[src/logic/fesrm_pkg.sv]
// package: offsets, field positions, reset values and mapping constants
package fesrm_pkg;
  // register byte offsets (printed offsets are not all multiples of four: index * 4)
  localparam logic [7:0] LARGE_SEL_IDX = 8'h42;
  localparam logic [7:0] SMALL_SEL_IDX = 8'h43;
  localparam logic [7:0] RAM_MAP_IDX = 8'h47;
  localparam logic [9:0] LARGE_SEL_ADDR = {LARGE_SEL_IDX, 2'b00};
  localparam logic [9:0] SMALL_SEL_ADDR = {SMALL_SEL_IDX, 2'b00};
  localparam logic [9:0] RAM_MAP_ADDR = {RAM_MAP_IDX, 2'b00};
  localparam logic [9:0] MODE_STATUS_ADDR = 10'h200;
  // reset and forced read values
  localparam logic [7:0] SEL_RESET = 8'h00;
  localparam logic [7:0] SEL_READ_LOCKED_SPLIT = 8'hff;
  localparam logic [7:0] SEL_READ_LOCKED_SINGLE = 8'h00;
  localparam logic [3:0] MAP_RSVD_VALUE = 4'hf;
  localparam logic [3:0] MAP_LOW_RESET = 4'h0;
  // ram mapping field positions
  localparam int MAP_SEL_BIT = 3;
  localparam int MAP_HI_BIT = 2;
  localparam int MAP_LO_BIT = 1;
  localparam int MAP_RSVD0_BIT = 0;
  // address windows
  localparam logic [23:0] RAM_NORMAL_BASE = 24'hfff000;
  localparam logic [23:0] RAM_NORMAL_TOP = 24'hfff3ff;
  localparam logic [23:0] EMU_WINDOW_SIZE = 24'h000400;
  // first mode with on-chip flash enabled
  localparam logic [2:0] FLASH_MODE_MIN = 3'h5;
  // axi response codes
  localparam logic [1:0] RESP_OKAY = 2'h0;
  localparam logic [1:0] RESP_SLVERR = 2'h2;
endpackage : fesrm_pkg

[src/logic/fesrm_regs.sv]
// erase block selection and ram emulation mapping registers, axi4-lite slave
// Notes on behaviour
// in flash-enabled modes every erase selection register resets to all zeros.
// split variant, flash disabled: writes ignored, selection registers read all ones.
// single-register variant, rom disabled: writes ignored, register reads all zeros.
// select bit zero keeps ram at normal area, no emulation, area bits ignored.
// upper four mapping bits are fixed ones, software cannot change them.
// software must not write data into the upper four reserved mapping bits.
// mapping bit zero is a reserved read/write storage bit resetting to zero.
// each selection bit marks one flash block; one selects, zero protects.
//
// Local design decision: register access over AXI4-Lite.
`timescale 1ns/1ps
module fesrm_regs
#(
  // 1: separate large and small selection registers; 0: single erase enable register
  parameter bit SPLIT_VARIANT = 1'b1
)
(
  // clock and reset
  input wire logic sys_clk_i,
  input wire logic rst_i,
  // operating mode pins
  input wire logic [2:0] op_mode_i,
  // axi4-lite write address
  input wire logic [31:0] s_axi_awaddr,
  input wire logic s_axi_awvalid,
  output logic s_axi_awready,
  // axi4-lite write data
  input wire logic [31:0] s_axi_wdata,
  input wire logic [3:0] s_axi_wstrb,
  input wire logic s_axi_wvalid,
  output logic s_axi_wready,
  // axi4-lite write response
  output logic [1:0] s_axi_bresp,
  output logic s_axi_bvalid,
  input wire logic s_axi_bready,
  // axi4-lite read address
  input wire logic [31:0] s_axi_araddr,
  input wire logic s_axi_arvalid,
  output logic s_axi_arready,
  // axi4-lite read data
  output logic [31:0] s_axi_rdata,
  output logic [1:0] s_axi_rresp,
  output logic s_axi_rvalid,
  input wire logic s_axi_rready,
  // block selection and mapping outputs
  output logic [7:0] large_block_select_o,
  output logic [7:0] small_block_select_o,
  output logic emulation_active_o,
  output logic [23:0] ram_window_base_o
);
  typedef struct packed {
    logic aw_held;
    logic [9:0] aw_addr;
    logic w_held;
    logic [31:0] w_data;
    logic [3:0] w_strb;
    logic bvalid;
    logic [1:0] bresp;
    logic rvalid;
    logic [1:0] rresp;
    logic [31:0] rdata;
    logic [7:0] large_sel;
    logic [7:0] small_sel;
    logic map_sel;
    logic map_hi;
    logic map_lo;
    logic map_rsvd0;
    logic flash_en;
    logic emu_active;
    logic [23:0] win_base;
    logic [7:0] large_out;
    logic [7:0] small_out;
  } fesrm_state_type;

  fesrm_state_type st_reg;
  fesrm_state_type st_next;
  logic [2:0] mode_sync;
  logic flash_mode;
  logic do_write;
  logic wr_lane0;
  logic [7:0] map_read;
  logic [7:0] large_read;
  logic [7:0] small_read;

  // mode pins come from outside the clock domain
  fesrm_sync #(.WIDTH(3)) u_mode_sync
  (
    .sys_clk_i(sys_clk_i),
    .rst_i(rst_i),
    .async_i(op_mode_i),
    .settled_o(mode_sync)
  );

  assign flash_mode = (mode_sync >= fesrm_pkg::FLASH_MODE_MIN);
  assign do_write = st_reg.aw_held && st_reg.w_held && !st_reg.bvalid;
  assign wr_lane0 = st_reg.w_strb[0];

  // read views; locked registers show their fixed pattern
  always_comb
  begin
    map_read = {fesrm_pkg::MAP_RSVD_VALUE, st_reg.map_sel, st_reg.map_hi, st_reg.map_lo,
                st_reg.map_rsvd0};
    if (st_reg.flash_en)
    begin
      large_read = st_reg.large_sel;
      small_read = st_reg.small_sel;
    end
    else if (SPLIT_VARIANT)
    begin
      large_read = fesrm_pkg::SEL_READ_LOCKED_SPLIT;
      small_read = fesrm_pkg::SEL_READ_LOCKED_SPLIT;
    end
    else
    begin
      large_read = fesrm_pkg::SEL_READ_LOCKED_SINGLE;
      small_read = fesrm_pkg::SEL_READ_LOCKED_SINGLE;
    end
  end

  // next-state logic for bus, registers and mapping
  always_comb
  begin
    st_next = st_reg;
    st_next.flash_en = flash_mode;
    // write address and data taken independently, held until response
    if (s_axi_awvalid && !st_reg.aw_held)
    begin
      st_next.aw_held = 1'b1;
      st_next.aw_addr = s_axi_awaddr[9:0];
    end
    if (s_axi_wvalid && !st_reg.w_held)
    begin
      st_next.w_held = 1'b1;
      st_next.w_data = s_axi_wdata;
      st_next.w_strb = s_axi_wstrb;
    end
    if (do_write)
    begin
      st_next.bvalid = 1'b1;
      st_next.bresp = fesrm_pkg::RESP_OKAY;
      unique case (st_reg.aw_addr)
        fesrm_pkg::LARGE_SEL_ADDR:
        begin
          // writes dropped while flash is off; one bit per block
          if (st_reg.flash_en && wr_lane0)
          begin
            st_next.large_sel = st_reg.w_data[7:0];
          end
        end
        fesrm_pkg::SMALL_SEL_ADDR:
        begin
          if (!SPLIT_VARIANT)
          begin
            st_next.bresp = fesrm_pkg::RESP_SLVERR;
          end
          else if (st_reg.flash_en && wr_lane0)
          begin
            st_next.small_sel = st_reg.w_data[7:0];
          end
        end
        fesrm_pkg::RAM_MAP_ADDR:
        begin
          // mapping bits writable only with flash on; bit 0 is plain storage
          if (st_reg.flash_en && wr_lane0)
          begin
            st_next.map_sel = st_reg.w_data[fesrm_pkg::MAP_SEL_BIT];
            st_next.map_hi = st_reg.w_data[fesrm_pkg::MAP_HI_BIT];
            st_next.map_lo = st_reg.w_data[fesrm_pkg::MAP_LO_BIT];
            st_next.map_rsvd0 = st_reg.w_data[fesrm_pkg::MAP_RSVD0_BIT];
          end
        end
        fesrm_pkg::MODE_STATUS_ADDR:
        begin
          st_next.bresp = fesrm_pkg::RESP_OKAY;
        end
        default:
        begin
          st_next.bresp = fesrm_pkg::RESP_SLVERR;
        end
      endcase
    end
    if (st_reg.bvalid && s_axi_bready)
    begin
      st_next.bvalid = 1'b0;
      st_next.aw_held = 1'b0;
      st_next.w_held = 1'b0;
    end
    // reads answer one cycle after the address is taken
    if (s_axi_arvalid && !st_reg.rvalid)
    begin
      st_next.rvalid = 1'b1;
      st_next.rresp = fesrm_pkg::RESP_OKAY;
      st_next.rdata = 32'h0000_0000;
      unique case (s_axi_araddr[9:0])
        fesrm_pkg::LARGE_SEL_ADDR: st_next.rdata = {24'h00_0000, large_read};
        fesrm_pkg::SMALL_SEL_ADDR:
        begin
          if (SPLIT_VARIANT)
          begin
            st_next.rdata = {24'h00_0000, small_read};
          end
          else
          begin
            st_next.rresp = fesrm_pkg::RESP_SLVERR;
          end
        end
        fesrm_pkg::RAM_MAP_ADDR: st_next.rdata = {24'h00_0000, map_read};
        fesrm_pkg::MODE_STATUS_ADDR: st_next.rdata = {28'h000_0000, st_reg.flash_en, mode_sync};
        default: st_next.rresp = fesrm_pkg::RESP_SLVERR;
      endcase
    end
    else if (st_reg.rvalid && s_axi_rready)
    begin
      st_next.rvalid = 1'b0;
    end
    // leaving flash mode clears selection so no block stays chosen
    if (!st_reg.flash_en)
    begin
      st_next.large_sel = fesrm_pkg::SEL_RESET;
      st_next.small_sel = fesrm_pkg::SEL_RESET;
      st_next.map_sel = 1'b0;
      st_next.map_hi = 1'b0;
      st_next.map_lo = 1'b0;
    end
    // emulation window: select off means normal ram area whatever the area bits
    st_next.emu_active = st_reg.map_sel;
    if (st_reg.map_sel)
    begin
      st_next.win_base = fesrm_pkg::EMU_WINDOW_SIZE * {22'h0, st_reg.map_hi, st_reg.map_lo};
    end
    else
    begin
      st_next.win_base = fesrm_pkg::RAM_NORMAL_BASE;
    end
    st_next.large_out = st_reg.flash_en ? st_reg.large_sel : fesrm_pkg::SEL_RESET;
    st_next.small_out = (st_reg.flash_en && SPLIT_VARIANT) ? st_reg.small_sel : fesrm_pkg::SEL_RESET;
  end

  // single state register; reset puts every selection at zero
  always_ff @(posedge sys_clk_i)
  begin
    if (rst_i)
    begin
      st_reg <= '0;
      st_reg.large_sel <= fesrm_pkg::SEL_RESET;
      st_reg.small_sel <= fesrm_pkg::SEL_RESET;
      st_reg.map_rsvd0 <= 1'b0;
      st_reg.win_base <= fesrm_pkg::RAM_NORMAL_BASE;
    end
    else
    begin
      st_reg <= st_next;
    end
  end

  // outputs straight from flip-flops
  assign s_axi_awready = !st_reg.aw_held;
  assign s_axi_wready = !st_reg.w_held;
  assign s_axi_bvalid = st_reg.bvalid;
  assign s_axi_bresp = st_reg.bresp;
  assign s_axi_arready = !st_reg.rvalid;
  assign s_axi_rvalid = st_reg.rvalid;
  assign s_axi_rresp = st_reg.rresp;
  assign s_axi_rdata = st_reg.rdata;
  assign large_block_select_o = st_reg.large_out;
  assign small_block_select_o = st_reg.small_out;
  assign emulation_active_o = st_reg.emu_active;
  assign ram_window_base_o = st_reg.win_base;

  // assertions
  a_locked_reads_ff: assert property (@(posedge sys_clk_i) disable iff (rst_i)
    (SPLIT_VARIANT && !st_reg.flash_en) |-> (large_read == 8'hff && small_read == 8'hff))
    else $error("locked selection does not read all ones");
  a_single_reads_zero: assert property (@(posedge sys_clk_i) disable iff (rst_i)
    (!SPLIT_VARIANT && !st_reg.flash_en) |-> (large_read == 8'h00))
    else $error("locked enable register does not read zero");
  a_locked_no_write: assert property (@(posedge sys_clk_i) disable iff (rst_i)
    (!st_reg.flash_en && !flash_mode) |=> (st_reg.large_sel == 8'h00 && st_reg.small_sel == 8'h00))
    else $error("selection changed while flash disabled");
  a_reset_zero_sel: assert property (@(posedge sys_clk_i) disable iff (rst_i)
    $past(rst_i) |-> (st_reg.large_sel == 8'h00 && st_reg.small_sel == 8'h00))
    else $error("selection not zero after reset");
  a_no_emu_normal: assert property (@(posedge sys_clk_i) disable iff (rst_i)
    !st_reg.map_sel |=> (!emulation_active_o && ram_window_base_o == 24'hfff000))
    else $error("emulation with select bit clear");
  a_emu_window_base: assert property (@(posedge sys_clk_i) disable iff (rst_i)
    st_reg.map_sel |=> (ram_window_base_o == {12'h000, $past(st_reg.map_hi), $past(st_reg.map_lo), 10'h000}))
    else $error("wrong emulation window");
  a_map_upper_ones: assert property (@(posedge sys_clk_i) disable iff (rst_i)
    map_read[7:4] == 4'hf)
    else $error("upper mapping bits not ones");
  a_rsvd0_stores: assert property (@(posedge sys_clk_i) disable iff (rst_i)
    (do_write && st_reg.flash_en && wr_lane0 && st_reg.aw_addr == 10'h11c)
    |=> (st_reg.map_rsvd0 == $past(st_reg.w_data[0])))
    else $error("mapping bit 0 not stored");
  a_sel_follows_write: assert property (@(posedge sys_clk_i) disable iff (rst_i)
    (do_write && st_reg.flash_en && flash_mode && wr_lane0 && st_reg.aw_addr == 10'h108)
    |=> ##1 (large_block_select_o == $past(st_reg.w_data[7:0], 2)))
    else $error("block selection output mismatch");
endmodule : fesrm_regs

[src/logic/fesrm_sync.sv]
// three-stage input synchroniser with agreement check
`timescale 1ns/1ps
module fesrm_sync
#(
  parameter int WIDTH = 3
)
(
  // clock and reset
  input wire logic sys_clk_i,
  input wire logic rst_i,
  // asynchronous input and settled output
  input wire logic [WIDTH-1:0] async_i,
  output logic [WIDTH-1:0] settled_o
);
  typedef struct packed {
    logic [WIDTH-1:0] s1;
    logic [WIDTH-1:0] s2;
    logic [WIDTH-1:0] s3;
    logic [WIDTH-1:0] out;
  } fesrm_sync_type;
  fesrm_sync_type st_reg;
  fesrm_sync_type st_next;

  // first stage feeds only the second; change counts once stages two and three agree
  always_comb
  begin
    st_next = st_reg;
    st_next.s1 = async_i;
    st_next.s2 = st_reg.s1;
    st_next.s3 = st_reg.s2;
    if (st_reg.s2 == st_reg.s3)
    begin
      st_next.out = st_reg.s3;
    end
  end

  always_ff @(posedge sys_clk_i)
  begin
    if (rst_i)
    begin
      st_reg <= '0;
    end
    else
    begin
      st_reg <= st_next;
    end
  end

  assign settled_o = st_reg.out;
endmodule : fesrm_sync

[config.mk]
export PLATFORM = sky130hd
export DESIGN_NAME = fesrm_regs
export DESIGN_NICKNAME = d
export VERILOG_FILES = /design/src/logic/fesrm_pkg.sv /design/src/logic/fesrm_regs.sv /design/src/logic/fesrm_sync.sv
export SDC_FILE = /design/constraint.sdc
export NUM_CORES = 1
export LEC_CHECK = 0
export BUFFER_PORTS_ARGS = -buffer_cell sky130_fd_sc_hd__buf_2
export CAP_MARGIN = 20
export CORE_ASPECT_RATIO = 1.1
export CORE_MARGIN = 8
export CORE_UTILIZATION = 46
export DETAILED_ROUTE_END_ITERATION = 8
export PLACE_DENSITY = 0.84
export SKIP_LAST_GASP = 1
export SLEW_MARGIN = 20
export SYNTH_ARGS = -nofsm -noshare
export SYNTH_HDL_FRONTEND = slang
export SYNTH_SLANG_ARGS = --single-unit
[constraint.sdc]
create_clock -name sys_clk_i -period 2.38 [get_ports sys_clk_i]
set_input_delay 0.357 -clock sys_clk_i [delete_from_list [all_inputs] [get_ports sys_clk_i]]
set_output_delay 0.357 -clock sys_clk_i [all_outputs]
set_load 0.02 [all_outputs]
# Word-level counts from Yosys, hierarchy flattened

Cells that the tools add are included.

Register bits after elaboration: 133
Input port bits: 110
Word-level logic and storage cells: 67

Order comparisons: 1
Equality and inequality tests: 9
Multiplexer cells: 8
Bitwise operators: 2
Reductions and logical operators: 21

Operators with widths:

| operator             | count |
|---|---|
| $eq 10x9->1 const B  | 6 |
| $pmux 8 s4           | 1 |
| $mux 24              | 1 |
| $eq 10x10->1 const B | 2 |
| $mux 8               | 2 |
| $reduce_and 3->1     | 3 |
| $logic_and 1x1->1    | 8 |
| $reduce_or 4->1      | 2 |
| $reduce_or 2->1      | 3 |
| $logic_not 1->1      | 4 |
| $mux 2               | 2 |
| $eq 3x3->1           | 1 |
| $ge 3x3->1 const B   | 1 |
| $mux 1               | 2 |
| $not 1->1            | 2 |
| $reduce_bool 2->1    | 1 |

# Depth between registers and ports, before layout

Gate-level depths: netlist (run 1).

Depth after elaboration: 3
Depth in mapped cells: 6
Gate-level depth less buffers: 4

# Cells and area by module

Synthesis (run 1) repeated with hierarchy kept, for this count alone.

Cells, all modules: 458
Area total of the unflattened synthesis: 3,928.8 µm²

Modules (own cells, without submodules):

| module     | instances | cells each | area each (µm²) | sequential area each (µm²) |
|---|---|---|---|---|
| fesrm_regs | 1         | 418        | 3,502.1         | 1,481.4 |
| fesrm_sync | 1         | 40         | 426.7           | 240.2 |

# Worst setup path after synthesis (run 1)

Ideal clock, no wire load.

Kind: reg-to-reg
From: reg st_reg (netlist bit s_axi_bvalid)
To: reg st_reg[50] (netlist bit)
Setup time: 0.132 ns
Arrival: 1.538 ns
Setup slack: 0.710 ns
Cell stages (with the launch flop): 6
Buffers on the path: 1
Path through: dfxtp_1 -> nand3b_1 -> or4b_1 -> buf_1 -> o21ai_1 -> a21oi_1

Cells in the longest elaborated chain, start to end: 3

RTL lines:

| element                           | RTL line          | text |
|---|---|---|
| start: declaration                | fesrm_regs.sv:77  | `fesrm_state_type st_reg;` |
| start signal: assignment          | fesrm_regs.sv:254 | `st_reg <= st_next;` |
| $logic_not 1->1                   | fesrm_regs.sv:97  | `assign do_write = st_reg.aw_held && st_reg.w_held && !st_reg.bvalid;` |
| $logic_and 1x1->1                 | fesrm_regs.sv:97  |  |
| $reduce_and 3->1 (no source line) | n/a               |  |

No other way between the ends.
A chain may end at the register's enable or synchronous reset.

# Final worst setup path (run 1)

From: reg st_reg (netlist bit s_axi_bvalid)
To: reg st_reg[49] (netlist bit)

Same word-level chain as after synthesis.

==> metrics.cfg, run 1 <==
[outcome]
status=finished clean

[pwr]
p_sw_share_pct=24.0
pwr-share-clk_pct=40.0
p_int_w=0.00219
pwr-share-seq_pct=52.0
p_leak_nw=1.67
switching_power_w=0.000693
ir_drop_mv=0.477
p_comb_share_pct=8.1
power_density_nw_per_um2=691

[floorplan]
die_h_um=112
start_util_pct=46.9
die_area_um2=11600
die_w_um=104
ios=192
coreArea_um2=8280
core.rowCount=35

[final_layout]
largest_register_ff_count=38
multiInputGateArea_um2=1610
nets=599
fillers=818
area_delta_synth_final_pct=7.47
drive_gt1_share_pct=22.5
seqCellArea_um2=1720
final_area_um2=4180
antennaDiodeCount=0

[clock_tree]
cts_hold_buf=0
path_clk_slew_ns=0.09
htreeDepth=3
cts.sinks=86
cts_resized=0
clk_latency_ns=0.35
cts_tree=done
clock-root-buffer=clkbuf_8
post-cts-setup-buffer-count=0
cts_buffers=9
clk_path_buf_depth=2

[sta]
whs_ns=0.215
hold_violations=0
final_max_slew_viol_count=0
fin_tns_setup_ns=0
worst_pin_slew_ns=0.741
period_minus_slack_ns=1.82
max_slew_margin_pct=50.6
post-route-period-util_pct=76.4
finalSetupViolations=0
fmax_mhz=550
finClkSkew_ns=0.00997
grt_setup_unrepaired=false

[setup_path]
endpoint_kind=flip-flop
cp_top_family=simple AND/OR/NAND/NOR gates
worst_setup_path_start_kind=flip-flop
cp.buffers_inverters=0
path_cells=nand3b_1 -> or4b_1 -> o21ai_1 -> a21oi_1
critPathMaxStageDelay_ns=0.74
cp.arrival_ns=2.02
cp.required_ns=2.58
cpMaxStageDelayCell=or4b_1
crit_type=flip-flop to flip-flop
cp_max_fo=8

[logic_synthesis]
synth_seq_cells=86
ys_types=40
synthCells=453
synth_top_family_by_area=simple AND/OR/NAND/NOR gates
synth_xor_area_share_pct=0.676
synth.yosys.seq_area_share_pct=44.3
synth_compound_area_share_pct=13.6
ys.warnings.count=0
muxShareOfSynthArea_pct=1.55
yosys.area_share.simple_pct=21.9
synth_area_um2=3880
avgSynthCellArea_um2=8.58
synthAdderAreaFrac_pct=0

[routing]
detail_route.wl_per_cell_um=13.9
vias=2984
dr.pass1.iters=6
ant_nets=0
post-route-drc-count=0
wl_um=8390
drtIter0Drc=206
viasPerCell=4.93

[global_route]
grt_max_degree=43
grt_overflow=0
grt_pass1_vias=2987
grt_usage_pct=14.7
grt_pass1_wl_um=14200
antenna_found_initial=0

[placement]
post-dp-hpwl_um=6420
portBuffers=84
place_area_um2=3940
place.gp.congestion=0.908

[run]
max_cap_viol_count=0

[hold_path]
min_path_type=input port to flip-flop

area by class of cell:
| class | instances | area share [%] |
|---|---|---|
| timing repair buffer | 89 | 11.0 |
| tap | 111 | 3.33 |
| sequential | 86 | 41.2 |
| inverter | 5 | 0.450 |
| clock buffer | 11 | 3.63 |
| clock inverter | 5 | 1.95 |
| multi-input combinational | 298 | 38.4 |
cell usage in the layout (no fill, tap or decap), types with 2 or more instances in the layout:
master	Yosys	layout
nor3b_1	6	6
mux2i_1	6	6
or3_1	2	2
nand2_1	47	47
o21ai_1	25	25
nor2b_1	15	15
nor2_1	20	20
and2_1	18	18
nand4_1	9	9
nand2b_1	4	4
buf_4	76	5
nor3_1	6	5
nor4_1	5	5
clkbuf_8	0	11
or4b_1	2	2
buf_2	3	84
o21ai_0	6	6
conb_1	1	36
xnor2_1	3	3
bufinv_16	0	2
dfxtp_1	86	86
inv_1	5	5
nand3_1	17	17
a32oi_1	4	4
nand3b_1	3	3
a21oi_1	43	43
a311oi_1	4	4
a2111oi_0	4	4
o21a_1	3	3
cell families after synthesis:
group	after synthesis
AO/OA/AOI/OAI	92
XOR/XNOR	3
buffers and inverters	104
flip-flops	86
multiplexers	6
other	1
AND/OR/NAND/NOR	161
per-stage QoR:
stage / worst slack [ns] / cells / power (W) / util [%]
2_1_floorplan: 0.710 / 488 / 0.00174 / -
3_3_place_gp: 0.523 / 589 / 0.00175 / 47.6
3_5_place_dp: 0.417 / 589 / 0.00176 / 47.6
4_1_cts: 0.555 / 605 / 0.00291 / 50.4
5_1_grt: 0.421 / 605 / 0.00301 / 50.4
6_report: 0.562 / 605 / 0.00289 / 50.4
layer usage:
| metal | track usage (%) | vias to the layer above | wire length [um] |
|---|---|---|---|
| met2 | 23.5 | 119 | 3940 |
| met5 | 0 | - | 0 |
| li1 | - | 1504 | - |
| met3 | 4.41 | 22 | 610 |
| met4 | 8.82 | 0 | 283 |
| met1 | 16.9 | 1339 | 3560 |
cell usage after synthesis:
cell type | instances | share of area [%]
a2111oi_0 | 4 | 0.90
a211oi_1 | 1 | 0.19
a211oi_2 | 1 | 0.32
a21oi_1 | 43 | 5.5
a2bb2oi_1 | 1 | 0.23
a311oi_1 | 4 | 0.90
a32oi_1 | 4 | 0.90
and2_1 | 18 | 2.9
and3_1 | 1 | 0.16
and3b_1 | 1 | 0.23
buf_1 | 3 | 0.29
buf_2 | 3 | 0.39
buf_4 | 76 | 15
buf_6 | 2 | 0.58
clkbuf_1 | 15 | 1.4
conb_1 | 1 | 0.097
dfxtp_1 | 86 | 44
inv_1 | 5 | 0.48
mux2i_1 | 6 | 1.5
nand2_1 | 47 | 4.5
nand2b_1 | 4 | 0.64
nand3_1 | 17 | 2.2
nand3b_1 | 3 | 0.58
nand4_1 | 9 | 1.4
nor2_1 | 20 | 1.9
nor2b_1 | 15 | 2.4
nor3_1 | 6 | 0.77
nor3b_1 | 6 | 1.2
nor4_1 | 5 | 0.81
nor4b_2 | 1 | 0.39
o21a_1 | 3 | 0.58
o21ai_0 | 6 | 0.77
o21ai_1 | 25 | 3.2
or2_2 | 1 | 0.16
or3_1 | 2 | 0.32
or3_4 | 1 | 0.29
or4_1 | 1 | 0.19
or4_4 | 1 | 0.29
or4b_1 | 2 | 0.52
xnor2_1 | 3 | 0.68
worst register-to-register path: stages, from the launching register on:
cell,delay (ns)
dfxtp_1,0.34
nand3b_1,0.31
or4b_1,0.75
o21ai_1,0.19
a21oi_1,0.08
final timing paths:
path	startpoint	end	slack, ns	depth (start not counted)
max	s_axi_bvalid	st_reg[49]	0.56	4
min	op_mode_i[2]	u_mode_sync.st_next[8]	0.22	2
max reg2reg	s_axi_bvalid	st_reg[49]	0.56	4
min reg2reg	u_mode_sync.st_next[7]	u_mode_sync.st_next[4]	0.44	1
power groups by stage:
stage	clock, W	combinational, W	sequential (W)
floorplan	0	0.000216	0.00153
global placement	0	0.000224	0.00153
detailed placement	0	0.000230	0.00153
CTS	0.00118	0.000231	0.00150
global route	0.00125	0.000260	0.00150
finish	0.00115	0.000233	0.00150
Note: power is estimated with default switching activity, not from simulation.
==> run 2, diff against run 1 <==
--- a/config.mk
+++ b/config.mk
@@ -5,6 +5,7 @@
 export SDC_FILE = /design/constraint.sdc
 export NUM_CORES = 1
 export LEC_CHECK = 0
+export ABC_AREA = 1
 export BUFFER_PORTS_ARGS = -buffer_cell sky130_fd_sc_hd__buf_2
 export CAP_MARGIN = 20
 export CORE_ASPECT_RATIO = 1.1
==> constraint.sdc (replaced) <==
create_clock -name sys_clk_i -period 1.7 [get_ports sys_clk_i]
set_input_delay 0.255 -clock sys_clk_i [delete_from_list [all_inputs] [get_ports sys_clk_i]]
set_output_delay 0.255 -clock sys_clk_i [all_outputs]
set_load 0.02 [all_outputs]
==> metrics.cfg, run 2 <==
[placement]
portBuffers=84  ; unchanged
post-dp-hpwl_um=6480  ; was 6420 um
place_area_um2=3970  ; was 3940 um^2
place_ws_ns=0.164  ; was 0.417 ns
place.gp.congestion=0.815  ; was 0.908

[final_layout]
fillers=800  ; was 818
seqCellArea_um2=1720  ; unchanged
antennaDiodeCount=0  ; unchanged
nets=667  ; was 599
largest_register_ff_count=38  ; unchanged
final_common_cell=dfxtp_1  ; unchanged
final_area_um2=4200  ; was 4180 um^2
multiInputGateArea_um2=1450  ; was 1610 um^2
final_cell_mix=dfxtp_1, buf_2, nor2_1, nand2_1, inv_1  ; was dfxtp_1, buf_2, nand2_1, a21oi_1, conb_1
drive_gt1_share_pct=22.1  ; was 22.5%
area_delta_synth_final_pct=8.23  ; was 7.47%

[setup_path]
cp.arrival_ns=1.81  ; was 2.02 ns
critPathMaxStageDelay_ns=0.33  ; was 0.74 ns
endpoint_kind=flip-flop  ; unchanged
crit_type=flip-flop to flip-flop  ; unchanged
path_cells=nor2_2 -> nand2_2 -> nor3b_4 -> nand3_2 -> o21ai_0 -> a21oi_1  ; was nand3b_1 -> or4b_1 -> o21ai_1 -> a21oi_1
cp.required_ns=1.94  ; was 2.58 ns
cp_max_fo=13  ; was 8
r2r_slack_ns=0.13  ; was 0.56 ns
worst_setup_path_start_kind=flip-flop  ; unchanged
cpMaxStageDelayCell=nor3b_4  ; was or4b_1

[logic_synthesis]
avgSynthCellArea_um2=7.59  ; was 8.58 um^2
synth_area_um2=3880  ; about the same
synth_most_common_cell=dfxtp_1  ; unchanged
synthCells=511  ; was 453
yosys.area_share.simple_pct=22.1  ; was 21.9%
ys_types=28  ; was 40
synth_seq_cells=86  ; unchanged
synth_edf_count=0  ; unchanged
synthAdderAreaFrac_pct=0  ; unchanged
synth_common_cells=dfxtp_1, nor2_1, buf_4, nand2_1, inv_1  ; was dfxtp_1, buf_4, nand2_1, a21oi_1, o21ai_1
synth.yosys.seq_area_share_pct=44.4  ; was 44.3%
synth_compound_area_share_pct=10.9  ; was 13.6%
synthTopCellsByArea=dfxtp_1, buf_4, nor2_1, nand2_1, inv_1  ; was dfxtp_1, buf_4, a21oi_1, nand2_1, o21ai_1
synth_top_area_share_pct=44.4  ; was 44.3%
muxShareOfSynthArea_pct=0  ; was 1.55%
synth_top_cell_by_area=dfxtp_1  ; unchanged
synth_xor_area_share_pct=0.678  ; was 0.676%
ys.warnings.count=0  ; unchanged
synthArstFlopShare_pct=0  ; unchanged
ys.flop_type=dfxtp_1  ; unchanged
synth_top_family_by_area=simple AND/OR/NAND/NOR gates  ; unchanged

[sta]
max_slew_margin_pct=60.2  ; was 50.6%
period_minus_slack_ns=1.57  ; was 1.82 ns
final_max_slew_viol_count=0  ; unchanged
timing.final.ws_setup_ns=0.131  ; was 0.562 ns
finClkSkew_ns=0.0128  ; was 0.00997 ns
post-route-period-util_pct=92.3  ; was 76.4%
fmax_mhz=637  ; was 550 MHz
finalSetupViolations=0  ; unchanged
hold_violations=0  ; unchanged
grt_setup_unrepaired=true  ; was false
worst_pin_slew_ns=0.596  ; was 0.741 ns

[run]
max_cap_viol_count=0  ; unchanged

[floorplan]
die_w_um=104  ; about the same
start_util_pct=46.8  ; was 46.9%
die_area_um2=11600  ; about the same
ios=192  ; unchanged
die_h_um=112  ; about the same
coreArea_um2=8280  ; unchanged
core.rowCount=35  ; unchanged

[clock_tree]
path_clk_slew_ns=0.09  ; about the same
htreeDepth=3  ; unchanged
clk_path_buf_depth=2  ; unchanged
cts_hold_buf=0  ; unchanged
cts.sinks=86  ; unchanged
cts_tree=done  ; unchanged
clk_latency_ns=0.36  ; was 0.35 ns
cts_buffers=9  ; unchanged
clock-root-buffer=clkbuf_8  ; unchanged

[global_route]
grt_max_degree=25  ; was 43
grt_pass1_vias=3057  ; was 2,987
grt_pass1_wl_um=13900  ; was 14,200 um
grt_overflow=0  ; unchanged
antenna_found_initial=0  ; unchanged
grt_usage_pct=14.4  ; was 14.7%

[pwr]
power_density_nw_per_um2=968  ; was 691 nW/um^2
ir_drop_mv=0.672  ; was 0.477 mV
p_total_w=0.00406  ; was 0.00289 W
p_leak_nw=1.85  ; was 1.67 nW

[routing]
vias=3040  ; was 2,984
viasPerCell=4.52  ; was 4.93
post-route-drc-count=0  ; unchanged
dr.pass1.iters=4  ; was 6
detail_route.wl_per_cell_um=12.4  ; was 13.9 um
drtIter0Drc=106  ; was 206
wl_um=8310  ; was 8390 um
ant_nets=0  ; unchanged

[hold_path]
min_path_type=input port to flip-flop  ; unchanged

[outcome]
status=finished clean  ; unchanged

run 2: cell types whose count changed in the layout (fill, tap and decap cells not counted), sizes merged, moves of 5 or more:
cell	delta
nor2	+72
inv	+53
nand3	+19
and2	-18
nor2b	-15
o21ai	+13
nand2	+12
a21oi	-7
mux2i	-6
nand4	-6
nor3b	-5
run 2: timing repair:
action                                  4_1_cts  5_1_grt
gates resized for setup                       0        1
setup buffers                                 0        0
endpoints found under the setup margin        0        4
run 2: path summary, 6_finish.rpt:
check,end,depth (start not counted),from
setup / recovery,st_reg[57],6,st_reg[142]
hold / removal,u_mode_sync.st_next[6],3,op_mode_i[0]
setup reg to reg,st_reg[57],6,st_reg[142]
hold reg to reg,u_mode_sync.st_next[5],2,u_mode_sync.st_next[8]
run 2: metrics by stage:
stage	util, %	hold slack (ns)	instances	TNS (ns)
after global routing	50.7	0.0998	673	-0.0595
after detailed placement	47.9	0.400	657	0
after floorplan	-	0.333	546	0
after global placement	47.9	0.392	657	0
final	50.7	0.102	673	0
after CTS	50.6	0.0885	673	0
run 2: routing by layer:
layer  vias to the layer above  global-route usage, %  share of wire [%]
met5                         -                      0                  0
met2                        96                   24.4                 48
met4                         0                   6.86                1.7
met3                        12                   4.58                6.7
li1                       1593                      -                  -
met1                      1339                   16.1                 44
run 2: kinds of logic after synthesis:
| logic type | count (synthesis) |
|---|---|
| buffers and inverters | 144 |
| xor gates and xnor gates | 3 |
| DFF | 86 |
| and+or+nand+nor | 194 |
| AOI/OAI and AO/OA | 83 |
| other | 1 |
run 2: worst max-delay path, delay by kind of cell, from the launching register on:
kind / cells / cell delay (ns)
AND/OR/NAND/NOR: 4 / 0.84
flip-flops: 1 / 0.32
AO/OA/AOI/OAI: 2 / 0.31
run 2: where the power goes:
part	internal [W]	total, W	switching (W)
clock network	0.000846	0.00161	0.000760
logic	0.0000993	0.000341	0.000242
registers	0.00207	0.00211	0.0000418
run 2: layout make-up:
cell class / count / area share (%)
Sequential cell: 86 / 41.0
Multi-Input combinational cell: 316 / 34.5
Timing Repair Buffer: 89 / 10.9
Inverter: 55 / 4.92
Tap cell: 111 / 3.31
Clock buffer: 9 / 2.95
Clock inverter: 7 / 2.39
